===== src/hw/psr_pkg.sv =====
package psr_pkg;

   // Register numbers within the processor status space.
   localparam logic [7:0]  REG_VECTOR_BASE   = 8'h01;
   localparam logic [7:0]  REG_TILE_CONTROL  = 8'h02;
   localparam logic [7:0]  REG_BOOT_STATUS   = 8'h03;
   localparam logic [7:0]  REG_SECURITY_CFG  = 8'h05;
   localparam logic [7:0]  REG_RING_CONTROL  = 8'h06;
   localparam logic [7:0]  REG_RING_COUNT0   = 8'h07;
   localparam logic [7:0]  REG_RAM_SIZE      = 8'h0C;
   localparam int          RING_COUNT_NUM    = 4;

   // Resource identifier layout.
   localparam logic [7:0]  RES_TYPE_STATUS   = 8'h0B;
   localparam int          RES_REG_SHIFT     = 8;

   // Writable bits of each register.
   localparam logic [31:0] VECTOR_WR_MASK    = 32'hFFFC_0000;
   localparam logic [31:0] TILE_WR_MASK      = 32'h03FF_FF36;
   localparam logic [31:0] SEC_WR_MASK       = 32'h8000_5FB1;
   localparam logic [31:0] RING_WR_MASK      = 32'h0000_0003;

   // Reset values.
   localparam logic [31:0] VECTOR_RESET      = 32'h0000_0000;
   localparam logic [31:0] TILE_RESET        = 32'h0000_0000;
   localparam logic [31:0] SEC_RESET         = 32'h0000_0000;
   localparam logic [31:0] RING_RESET        = 32'h0000_0000;
   localparam logic [31:0] RAM_SIZE_BYTES    = 32'h0004_0000;

   // Field positions in the tile control register.
   localparam int          TC_DELAY_LSB      = 18;
   localparam int          TC_DELAY_MSB      = 25;
   localparam int          TC_DIV_LSB        = 9;
   localparam int          TC_DIV_MSB        = 17;
   localparam int          TC_RGMII_EN       = 8;
   localparam int          TC_DYN_MODE       = 5;
   localparam int          TC_DIV_EN         = 4;
   localparam int          TC_UTMI_SEL       = 2;
   localparam int          TC_ULPI_EN        = 1;

   // Field positions in the security configuration register.
   localparam int          SC_WRITE_LOCK     = 31;
   localparam int          SC_NO_GLOBAL_DBG  = 14;
   localparam int          SC_OTP_LOCK_ALL   = 12;
   localparam int          SC_SECT_LOCK_LSB  = 8;
   localparam int          SC_SECT_LOCK_MSB  = 11;
   localparam int          SC_OTP_REDUNDANT  = 7;
   localparam int          SC_BOOT_FROM_OTP  = 5;
   localparam int          SC_NO_JTAG_CFG    = 4;
   localparam int          SC_NO_JTAG_TAP    = 0;

   // Ring oscillator control bits.
   localparam int          RC_CORE_EN        = 1;
   localparam int          RC_PERIPH_EN      = 0;

   // Vector address split.
   localparam int          VEC_SPLIT         = 16;

   // Core cycles a stopped oscillator needs before its count is settled.
   localparam int          RING_SETTLE_CYCLES = 10;

endpackage


===== src/hw/psr_bank.sv =====
`timescale 1ns/1ps

module psr_bank (
   input  wire logic        core_clk,
   input  wire logic        resetn,
   input  wire logic        psWrite,
   input  wire logic        psRead,
   input  wire logic [15:0] psResId,
   input  wire logic [31:0] psWrData,
   output logic      [31:0] psRdData,
   output logic             psRdValid,
   input  wire logic        eventTake,
   input  wire logic [15:0] eventVector,
   output logic      [31:0] vectorTarget,
   output logic             rgmiiTxClk,
   output logic             rgmiiTxStrobe,
   output logic             rgmiiPortEn,
   input  wire logic        allThreadsPaused,
   output logic             lowPowerDivide,
   output logic             usbUtmiSelect,
   output logic             ulpiSupportEn,
   input  wire logic [7:0]  bootProcNumber,
   input  wire logic        bootModeOverride,
   input  wire logic        bootCore1Off,
   input  wire logic        bootSkipOtpPoll,
   input  wire logic        bootFromRam,
   input  wire logic        bootFromJtag,
   input  wire logic [1:0]  bootPllMode,
   input  wire logic        otpSecLoad,
   input  wire logic [31:0] otpSecWord,
   output logic             noGlobalDebug,
   output logic             noJtagConfig,
   output logic             noJtagTap,
   output logic             otpLockAll,
   output logic      [3:0]  otpSectorLock,
   output logic             otpRedundancy,
   output logic             bootFromOtp,
   output logic             ringCoreRun,
   output logic             ringPeriphRun,
   input  wire logic        ringCoreCell,
   input  wire logic        ringCoreWire,
   input  wire logic        ringPeriphCell,
   input  wire logic        ringPeriphWire
);

   logic [31:0] vectorBase;
   logic [31:0] tileCtl;
   logic [31:0] secCfg;
   logic [31:0] ringCtl;
   logic [14:0] bootMeta;
   logic [14:0] bootSync;
   logic [31:0] bootStatus;
   logic [8:0]  txCnt;
   logic [7:0]  dlyCnt;
   logic        dlyRun;
   logic [3:0]  ringMeta;
   logic [3:0]  ringSync;
   logic [3:0]  ringLast;
   localparam int RING_COUNT_NUM_W = psr_pkg::RING_COUNT_NUM;

   logic [15:0] ringCount [RING_COUNT_NUM_W];

   // A resource identifier selects a register only when its type byte is a status type.
   function automatic logic psHit(input logic [15:0] resId, input logic [7:0] regNum);
      psHit = (resId[7:0] == psr_pkg::RES_TYPE_STATUS)
              && (resId[15:psr_pkg::RES_REG_SHIFT] == regNum);
   endfunction

   wire         wrVector  = psWrite && psHit(psResId, psr_pkg::REG_VECTOR_BASE);
   wire         wrTile    = psWrite && psHit(psResId, psr_pkg::REG_TILE_CONTROL);
   wire         wrSec     = psWrite && psHit(psResId, psr_pkg::REG_SECURITY_CFG);
   wire         wrRing    = psWrite && psHit(psResId, psr_pkg::REG_RING_CONTROL);
   wire         secLocked = secCfg[psr_pkg::SC_WRITE_LOCK];
   wire         secWrOk   = wrSec && !secLocked;

   wire [8:0]   txDiv     = tileCtl[psr_pkg::TC_DIV_MSB:psr_pkg::TC_DIV_LSB];
   wire [7:0]   txDelay   = tileCtl[psr_pkg::TC_DELAY_MSB:psr_pkg::TC_DELAY_LSB];
   wire         dlyZero   = (txDelay == 8'h00);
   wire         txEn      = tileCtl[psr_pkg::TC_RGMII_EN];
   wire         txAtRise  = txEn && (txCnt == txDiv);
   wire         txAtFall  = txEn && (txCnt == (txDiv >> 1));
   wire [8:0]   txCntNext = txAtRise ? 9'h000 : 9'(txCnt + 9'h001);

   wire         divEn     = tileCtl[psr_pkg::TC_DIV_EN];
   wire         divDyn    = tileCtl[psr_pkg::TC_DYN_MODE];
   wire         next_lowPowerDivide = divEn && (!divDyn || allThreadsPaused);

   // Boot straps in register layout; reserved positions are zero.
   wire [14:0]  bootPins  = {bootProcNumber, bootModeOverride, bootCore1Off, bootSkipOtpPoll,
                             bootFromRam, bootFromJtag, bootPllMode};
   assign bootStatus = {8'h00, bootSync[14:7], 7'h00, bootSync[6], 2'h0,
                        bootSync[5:0]};

   wire [3:0]   ringPins  = {ringPeriphWire, ringPeriphCell, ringCoreWire, ringCoreCell};
   wire [3:0]   ringGate  = {{2{ringCtl[psr_pkg::RC_PERIPH_EN]}},
                             {2{ringCtl[psr_pkg::RC_CORE_EN]}}};
   wire [3:0]   ringEdge  = ringSync & ~ringLast & ringGate;

   wire [7:0]   rdNum     = psResId[15:psr_pkg::RES_REG_SHIFT];
   wire         rdValidId = (psResId[7:0] == psr_pkg::RES_TYPE_STATUS);
   wire [7:0]   rdCntIdx  = 8'(rdNum - psr_pkg::REG_RING_COUNT0);
   wire         rdIsCount = (rdNum >= psr_pkg::REG_RING_COUNT0)
                            && (rdCntIdx < 8'(RING_COUNT_NUM_W));

   // Unmapped numbers, other resource types and reserved bits all read as zero.
   wire [31:0]  rdMux =
      !rdValidId                           ? 32'h0000_0000 :
      (rdNum == psr_pkg::REG_VECTOR_BASE)  ? vectorBase :
      (rdNum == psr_pkg::REG_TILE_CONTROL) ? tileCtl :
      (rdNum == psr_pkg::REG_BOOT_STATUS)  ? bootStatus :
      (rdNum == psr_pkg::REG_SECURITY_CFG) ? secCfg :
      (rdNum == psr_pkg::REG_RING_CONTROL) ? ringCtl :
      rdIsCount                            ? {16'h0000, ringCount[rdCntIdx[1:0]]} :
      (rdNum == psr_pkg::REG_RAM_SIZE)     ? psr_pkg::RAM_SIZE_BYTES :
      32'h0000_0000;

   always_ff @(posedge core_clk or negedge resetn) begin
      if (!resetn) begin
         vectorBase <= psr_pkg::VECTOR_RESET;
         tileCtl    <= psr_pkg::TILE_RESET;
         ringCtl    <= psr_pkg::RING_RESET;
      end else begin
         if (wrVector) begin
            vectorBase <= psWrData & psr_pkg::VECTOR_WR_MASK;
         end
         if (wrTile) begin
            tileCtl <= psWrData & psr_pkg::TILE_WR_MASK;
         end
         if (wrRing) begin
            ringCtl <= psWrData & psr_pkg::RING_WR_MASK;
         end
      end
   end

   // The OTP copy wins over a software write landing in the same cycle.
   always_ff @(posedge core_clk or negedge resetn) begin
      if (!resetn) begin
         secCfg <= psr_pkg::SEC_RESET;
      end else if (otpSecLoad) begin
         secCfg <= otpSecWord & psr_pkg::SEC_WR_MASK;
      end else if (secWrOk) begin
         secCfg <= psWrData & psr_pkg::SEC_WR_MASK;
      end
   end

   always_ff @(posedge core_clk or negedge resetn) begin
      if (!resetn) begin
         psRdData  <= 32'h0000_0000;
         psRdValid <= 1'b0;
      end else begin
         psRdValid <= psRead;
         if (psRead) begin
            psRdData <= rdMux;
         end
      end
   end

   always_ff @(posedge core_clk or negedge resetn) begin
      if (!resetn) begin
         vectorTarget <= 32'h0000_0000;
      end else if (eventTake) begin
         vectorTarget <= {vectorBase[31:psr_pkg::VEC_SPLIT],
                          eventVector};
      end
   end

   always_ff @(posedge core_clk or negedge resetn) begin
      if (!resetn) begin
         txCnt      <= 9'h000;
         rgmiiTxClk <= 1'b0;
      end else if (!txEn) begin
         txCnt      <= 9'h000;
         rgmiiTxClk <= 1'b0;
      end else begin
         txCnt <= txCntNext;
         if (txAtRise) begin
            rgmiiTxClk <= 1'b1;
         end else if (txAtFall) begin
            rgmiiTxClk <= 1'b0;
         end
      end
   end

   // A rise that comes before the previous strobe restarts the delay count.
   always_ff @(posedge core_clk or negedge resetn) begin
      if (!resetn) begin
         dlyCnt        <= 8'h00;
         dlyRun        <= 1'b0;
         rgmiiTxStrobe <= 1'b0;
      end else begin
         rgmiiTxStrobe <= 1'b0;
         // At-least ends a count that a smaller delay written mid-run would carry round.
         if (txAtRise) begin
            rgmiiTxStrobe <= dlyZero;
            dlyCnt        <= 8'h01;
            dlyRun        <= !dlyZero;
         end else if (dlyRun) begin
            if (dlyCnt >= txDelay) begin
               rgmiiTxStrobe <= 1'b1;
               dlyRun        <= 1'b0;
            end else begin
               dlyCnt <= 8'(dlyCnt + 8'h01);
            end
         end
      end
   end

   always_ff @(posedge core_clk or negedge resetn) begin
      if (!resetn) begin
         rgmiiPortEn    <= 1'b0;
         lowPowerDivide <= 1'b0;
         usbUtmiSelect  <= 1'b0;
         ulpiSupportEn  <= 1'b0;
         ringCoreRun    <= 1'b0;
         ringPeriphRun  <= 1'b0;
      end else begin
         rgmiiPortEn    <= txEn;
         lowPowerDivide <= next_lowPowerDivide;
         usbUtmiSelect  <= tileCtl[psr_pkg::TC_UTMI_SEL];
         ulpiSupportEn  <= tileCtl[psr_pkg::TC_ULPI_EN];
         ringCoreRun    <= ringCtl[psr_pkg::RC_CORE_EN];
         ringPeriphRun  <= ringCtl[psr_pkg::RC_PERIPH_EN];
      end
   end

   // Security controls come straight from the register flops.
   assign noGlobalDebug = secCfg[psr_pkg::SC_NO_GLOBAL_DBG];
   assign noJtagConfig  = secCfg[psr_pkg::SC_NO_JTAG_CFG];
   assign noJtagTap     = secCfg[psr_pkg::SC_NO_JTAG_TAP];
   assign otpLockAll    = secCfg[psr_pkg::SC_OTP_LOCK_ALL];
   assign otpSectorLock = secCfg[psr_pkg::SC_SECT_LOCK_MSB:psr_pkg::SC_SECT_LOCK_LSB];
   assign otpRedundancy = secCfg[psr_pkg::SC_OTP_REDUNDANT];
   assign bootFromOtp   = secCfg[psr_pkg::SC_BOOT_FROM_OTP];

   // Straps are pins, so they pass two flops before the status register shows them.
   always_ff @(posedge core_clk or negedge resetn) begin
      if (!resetn) begin
         bootMeta <= 15'h0000;
         bootSync <= 15'h0000;
      end else begin
         bootMeta <= bootPins;
         bootSync <= bootMeta;
      end
   end

   always_ff @(posedge core_clk or negedge resetn) begin
      if (!resetn) begin
         ringMeta <= 4'h0;
         ringSync <= 4'h0;
         ringLast <= 4'h0;
      end else begin
         ringMeta <= ringPins;
         ringSync <= ringMeta;
         ringLast <= ringSync;
      end
   end

   // The counters have no reset so a system reset leaves the entropy intact.
   // The count is only as fast as the core clock can sample the oscillator.
   always_ff @(posedge core_clk) begin
      for (int i = 0; i < RING_COUNT_NUM_W; i++) begin
         if (ringEdge[i]) begin
            ringCount[i] <= 16'(ringCount[i] + 16'h0001);
         end
      end
   end

   // Helper: cycles since the core oscillators were stopped, saturating.
   logic [3:0] coreStopAge;
   always_ff @(posedge core_clk or negedge resetn) begin
      if (!resetn) begin
         coreStopAge <= 4'h0;
      end else if (ringCtl[psr_pkg::RC_CORE_EN]) begin
         coreStopAge <= 4'h0;
      end else if (coreStopAge != 4'hF) begin
         coreStopAge <= 4'(coreStopAge + 4'h1);
      end
   end

   localparam int SETTLE = psr_pkg::RING_SETTLE_CYCLES;
endmodule


===== config.mk =====
export PLATFORM = sky130hd
export DESIGN_NAME = psr_bank
export DESIGN_NICKNAME = d
export VERILOG_FILES = /design/src/hw/psr_pkg.sv /design/src/hw/psr_bank.sv
export SDC_FILE = /design/constraint.sdc
export NUM_CORES = 1
export LEC_CHECK = 0
export ABC_AREA = 1
export BUFFER_PORTS_ARGS = -buffer_cell sky130_fd_sc_hd__buf_4
export CORE_MARGIN = 10
export CORE_UTILIZATION = 53
export CTS_CLUSTER_DIAMETER = 150
export DETAILED_ROUTE_END_ITERATION = 7
export HOLD_SLACK_MARGIN = 0.03
export MAX_ROUTING_LAYER = met4
export PLACE_DENSITY_LB_ADDON = 0.15
export SLEW_MARGIN = 20
export SYNTH_ARGS = -nofsm -noshare
export SYNTH_HDL_FRONTEND = slang
export SYNTH_SLANG_ARGS = --single-unit

===== constraint.sdc =====
create_clock -name core_clk -period 4.5 [get_ports core_clk]
set_input_delay 0 -clock core_clk [delete_from_list [all_inputs] [get_ports core_clk]]
set_output_delay 0 -clock core_clk [all_outputs]
set_load 0.005 [all_outputs]

# --- Word-level counts from Yosys, hierarchy flattened ---
# Memory sizes are Yosys's and may differ from the RTL's.
# Cells that the tools add are included.
totals:
  romBits: 0
  elab_cells: 101
  latchBits: 0
  ff_bits: 201
  input_bits: 122
  mem_bits_rw: 64
  out_inout_bits: 83
  memories: 1
classes:
  n_mul: 0
  magnitude_cmp: 3
  div_mod_pow: 0
  addsub: 7
  reduce_logical: 21
  n_shift: 0
  n_mux: 32
  eq_ne: 11
  bitwise_logic: 3
mem_list:
  columns: ["name", "depth", "word_bits", "read_ports", "rd_ports_with_merged_regs", "write_ports", "line", "text"]
  rows:
  - ["ringCount", 4, 16, 5, 0, 4, "psr_bank.sv:61", "logic [15:0] ringCount [RING_COUNT_NUM_W];"]
ops:
  columns: ["op", "count"]
  rows:
  - ["$mux 32", 7]
  - ["$add 16x1->16 const B", 4]
  - ["$mux 19", 3]
  - ["$mux 8", 3]
  - ["$mux 9", 2]
  - ["$mux 1", 17]
  - ["$eq 8x2->1 const B", 2]
  - ["$eq 8x3->1 const B", 2]
  - ["$eq 8x4->1 const B", 2]
  - ["$logic_and 1x1->1", 13]
  - ["$add 9x1->9 const B", 1]
  - ["$eq 9x8->1", 1]
  - ["$eq 9x9->1", 1]
  - ["$add 8x1->8 const B", 1]
  - ["$and 4x4->4", 2]
  - ["$eq 8x1->1 const B", 1]
  - ["$ge 8x3->1 const B", 1]
  - ["$ge 8x8->1", 1]
  - ["$logic_not 8->1", 1]
  - ["$lt 8x3->1 const B", 1]
  - ["$sub 8x3->8 const B", 1]
  - ["$not 4->4", 1]
  - ["$reduce_bool 2->1", 2]
  - ["$logic_not 1->1", 3]
  - ["4 further kinds", 4]

# --- Depth between registers and ports, before layout ---
logic_depth:
  depth_word: 10
  ltp_mapped: 13
  ltp_nobuf: 12

# --- Worst setup path before layout ---
# No wires, ideal clock.
synth_path:
  path_kind: "reg2reg"
  start: "register dlyCnt[7]"
  end: "register dlyRun"
  n_path_buf: 0
  synth_period_minus_slack_ps: 1755
  t_required_ps: 4381
  t_arrival_ps: 1636
  setup_time_ps: 119
  slack_ps: 2745
  stages_incl_launch_ff: 8
  cell_sequence: "dfrtp_1 ha_1 nand2_1 nor2_1 nand4_1 nand4_1 clkinv_1 o21a_1"
synth_via:
  elab_chain_cells: 4
synth_rtl:
  columns: ["item", "line", "text"]
  rows:
  - ["from (decl)", "psr_bank.sv:54", "logic [7:0] dlyCnt;"]
  - ["from (signal assigned)", "psr_bank.sv:202", "dlyCnt <= 8'(dlyCnt + 8'h01);"]
  - ["$ge 8x8->1", "psr_bank.sv:198", "if (dlyCnt >= txDelay) begin"]
  - ["$mux 1", "psr_bank.sv:198", null]
  - ["$mux 1", "psr_bank.sv:197", "end else if (dlyRun) begin"]
  - ["$mux 1", "psr_bank.sv:193", "if (txAtRise) begin"]
  - ["to (signal assigned)", "psr_bank.sv:196", "dlyRun <= !dlyZero;"]
  - ["to (decl)", "psr_bank.sv:55", "logic dlyRun;"]
# Every way passes these cells.
# A chain may end at the register's enable or synchronous reset.

# --- Worst setup path after layout ---
layout_path:
  start: "input psResId[7]"
  end: "register vectorBase[21]"
layout_via:
  elab_chain_cells: 3
layout_rtl:
  columns: ["item", "line", "text"]
  rows:
  - ["from (decl)", "psr_bank.sv:8", "input wire logic [15:0] psResId,"]
  - ["$eq 8x4->1", "psr_bank.sv:65", "psHit = (resId[7:0] == psr_pkg::RES_TYPE_STATUS)"]
  - ["$logic_and 1x1->1", "psr_bank.sv:66", "&& (resId[15:psr_pkg::RES_REG_SHIFT] == regNum);"]
  - ["$logic_and 1x1->1", "psr_bank.sv:69", "wire wrVector = psWrite && psHit(psResId, psr_pkg::REG_VECTOR_BASE);"]
  - ["to (signal assigned)", "psr_bank.sv:119", "vectorBase <= psr_pkg::VECTOR_RESET;"]
  - ["to (signal assigned)", "psr_bank.sv:124", "vectorBase <= psWrData & psr_pkg::VECTOR_WR_MASK;"]
  - ["to (decl)", "psr_bank.sv:46", "logic [31:0] vectorBase;"]
# Every way passes these cells.

==> qor.tcl <==
set qor(hold_slack_ns) 0.0606
set qor(clk_pin_slew_ns) 0.06
set qor(drt.antenna.violating_nets) 0
set qor(grt_max_degree) 118
set qor(final-hold-violation-count) 0
set qor(antenna-diode-count) 0
set qor(gr-total-overflow) 0
set qor(hold_wc_path_type) {in -> reg}
set qor(i_o_buffers) 179
set qor(die-width_um) 165
set qor(fin_crit_ns) 2.56
set qor(die_area_mm2) 0.0273
set qor(cts.sink_count) 244
set qor(worst_path_most_repeated_cell) {nand2_1}
set qor(timing.critical_path.arrival_ns) 2.98
set qor(critical_path.cell_chain) {dlygate4sd3_1 -> buf_4 -> nor2_1 -> nand2_1 -> nor3b_2 -> nand2_1 -> o21ai_1}
set qor(final_nets) 1594
set qor(drtIter0Drc) 699
set qor(max_freq_ghz) 0.390
set qor(worstHoldEndpoint) {psRdData[18]}
set qor(timing_worst_slew_pin_value_ns) 1.06
set qor(crit_path_max_fanout) 22
set qor(setup_viol) 0
set qor(worstPathRequired_ns) 4.92
set qor(clock-root-buffer) {clkbuf_16}
set qor(cp_slowest_stage_delay_ns) 0.87
set qor(route.detailed.drc) 0
set qor(wl_per_cell_um) 17.7
set qor(netlist_instances) 1166
set qor(startpoint_of_the_lowest_slack_register_to_register_path) {ringCount[3][1]}
set qor(ff2ff_path_depth) 8
set qor(cts_resized) 0
set qor(unrepaired_setup_endpoints_after_global_routing) {no}
set qor(fin_skew_ns) 0.0183
set qor(postSynth.asyncResetShare_pct) 73.8
set qor(post_route_cells_drive_above_1_share_pct) 17.9
set qor(ctsHtreeMaxLevel) 1
set qor(start_util_pct) 53.6
set qor(ctsLongestPathBuffers) 3
set qor(seq_area_frac_synth_pct) 57.4
set qor(number_of_global_route_vias_before_repair) 9300
set qor(finalWeightedCongestion) 0.871
set qor(final.period_utilization_pct) 56.9
set qor(first_pass_grt_wire_length_mm) 48.7
set qor(vdd_drop_max_uv) 241
set qor(ys.flop_type) {dfrtp_1}
set qor(place.detailed.hpwl_mm) 21.1
set qor(crit_buf_inv) 2
set qor(synthToLayoutAreaGrowth_pct) 31.4
set qor(synth-edff-count) 64
set qor(synthesis.yosys.warnings) 0
set qor(placementRows) 53
set qor(run_status) {completed}
set qor(slew_headroom_pct) 29.2
set qor(endpoint_kind) {flip-flop}
set qor(antenna_violations_before_repair) 0
set qor(postSynthRegisterBits) 244
set qor(worstSkewPairLatency_ns) 0.52
set qor(start_kind) {primary input}
set qor(syn-mean-instance-area_um2) 9.61
set qor(clock_tree_from_tritoncts) {done}
set qor(cp_top_family) {simple AND/OR/NAND/NOR gates}
set qor(worst_path_max_delay_cell) {nor3b_2}
set qor(cts_post_setup_buffers_inserted) 0
set qor(tritoncts.num_buffers) 25
set qor(floorplan.die.height_um) 165
set qor(power_per_standard_cell_area_mw_per_mm2) 321
set qor(detail_route.first_pass.iterations) 5
set qor(vias_per_cell) 5.34
set qor(reg2reg_setup_slack_ns) 2.31
set qor(pin_count) 205
set qor(timing.setup.tns_ns) 0
set qor(netlist_area_mm2) 0.0112
set qor(wl_mm) 31.0
set qor(static-leakage-power_nw) 6.92
set qor(drv_cap) 0
set qor(worstHoldPathCells) 7
set qor(timing_worst_setup_path_type) {in -> reg}
set qor(routed-via-count) 9325
set qor(min-delay-start) {psResId[10]}
set qor(r2r_end) {ringCount[3][14]}
set qor(floorplan.core_area_mm2) 0.0209
set qor(drv_slew) 0
set qor(grt_usage_pct) 22.8
set qor(yosysUniqueCellTypes) 41
per-layer routing:
metal  global-route usage (%)  part of all wire, %
met1                     30.8                   43
met2                     35.2                   46
met3                     3.92                  8.2
met4                     6.19                  2.5
met5                        -                    0
placed cells by master (no fill, tap or decap), types with 5 or more instances in the layout:
master	instances
dlygate4sd3_1	116
dfrtp_1	180
o22ai_1	5
ha_1	18
xnor2_1	17
clkbuf_16	25
a22oi_1	8
clkinv_1	8
buf_4	184
nor3_1	10
inv_1	110
nand2_1	254
a22o_1	5
nand3_1	76
edfxtp_1	64
o21ai_1	16
nand3b_1	5
nor2_1	96
a21oi_1	39
xor2_1	51
nand4_1	24
mux2_2	30
o21ai_0	87
logic make-up after synthesis:
group / synth area share, %
adders and majority gates: 2.01
DFF: 57.4
buffers and inverters: 5.71
muxes: 3.02
AOI/OAI and AO/OA: 8.24
xor gates and xnor gates: 5.32
and+or+nand+nor: 18.3
other: 0.0335
worst max-delay path by stage:
stage                endpoint  startpoint  cells after the start  slack (ns)
6_report       vectorBase[21]  psResId[7]                      7        1.94
2_1_floorplan          dlyRun   dlyCnt[7]                      7        2.75
5_1_grt        vectorBase[21]  psResId[7]                      7        1.75
4_1_cts        vectorBase[21]  psResId[7]                      7        2.05
3_3_place_gp      psRdData[2]  psResId[8]                     10        2.08
3_5_place_dp      psRdData[2]  psResId[8]                     10        2.06
Yosys cell counts, types with 3 or more instances:
master / n / share of area (%)
clkbuf_1: 18 / 0.60
nand3_1: 76 / 3.4
inv_2: 3 / 0.10
xor2_1: 51 / 4.0
xnor2_1: 17 / 1.3
buf_4: 7 / 0.47
mux2_2: 30 / 3.0
o21ai_1: 16 / 0.72
nand2_1: 254 / 8.5
nor2_1: 96 / 3.2
inv_1: 111 / 3.7
a22o_1: 5 / 0.39
buf_2: 16 / 0.72
ha_1: 18 / 2.0
o22ai_1: 5 / 0.28
nand3b_1: 5 / 0.34
o21ai_0: 87 / 3.9
a22oi_1: 8 / 0.54
nand4_1: 24 / 1.3
a21oi_1: 39 / 1.7
nor3_1: 10 / 0.45
dfrtp_1: 180 / 40
edfxtp_1: 64 / 17
power breakdown:
part / internal (W) / switching, W / leakage (nW)
logic: 0.000193 / 0.000174 / 3.60
clock network: 0.00118 / 0.000838 / 0.389
registers: 0.00231 / 0.0000262 / 2.93
total: 0.00368 / 0.00104 / 6.92
state kept, by name, indices dropped and copies added (netlist names):
name and flops:
secCfg 11, rgmiiPortEn 1, bootMeta 15, vectorTarget 30, ringMeta 4, rgmiiTxClk 1
ringCtl 2, ulpiSupportEn 1, lowPowerDivide 1, ringCoreRun 1, ringSync 4, dlyRun 1
ringPeriphRun 1, psRdData 32, vectorBase 14, dlyCnt 8, psRdValid 1, bootSync 15
txCnt 9, usbUtmiSelect 1, ringCount 64, tileCtl 22, ringLast 4, rgmiiTxStrobe 1
tightest hold or removal path, cell delays in order:
cell and delay (ns):
buf_4 0.13, nand3_1 0.07, nor2_1 0.05, nand2_1 0.07, nand3_1 0.10, nand3_1 0.08
nand2_1 0.05
final cells by class:
| class | instances | area (um2) |
|---|---|---|
| inverter | 116 | 435 |
| timing repair buffer | 302 | 2580 |
| tap | 275 | 344 |
| clock buffer | 32 | 682 |
| fill | 1584 | 6180 |
| sequential | 244 | 6430 |
| multi-input combinational | 765 | 4140 |
| clock inverter | 12 | 110 |
what timing repair did:
item                                    in CTS  in global routing
hold buffers                               116                  0
hold endpoints to repair                   214                  0
endpoints found under the setup margin       0                  0
through the flow:
stage	utilization (%)	std cells	total power (W)	area [um2]	worst slack (ns)
after floorplan	-	1167	0.00248	11200	2.75
after global placement	61.1	1586	0.00265	12800	2.08
after detailed placement	61.1	1586	0.00266	12800	2.06
after CTS	70.4	1746	0.00474	14700	2.05
after global routing	70.4	1746	0.00488	14700	1.75
final	70.4	1746	0.00472	14700	1.94
Power figures use the tool's default switching activity.
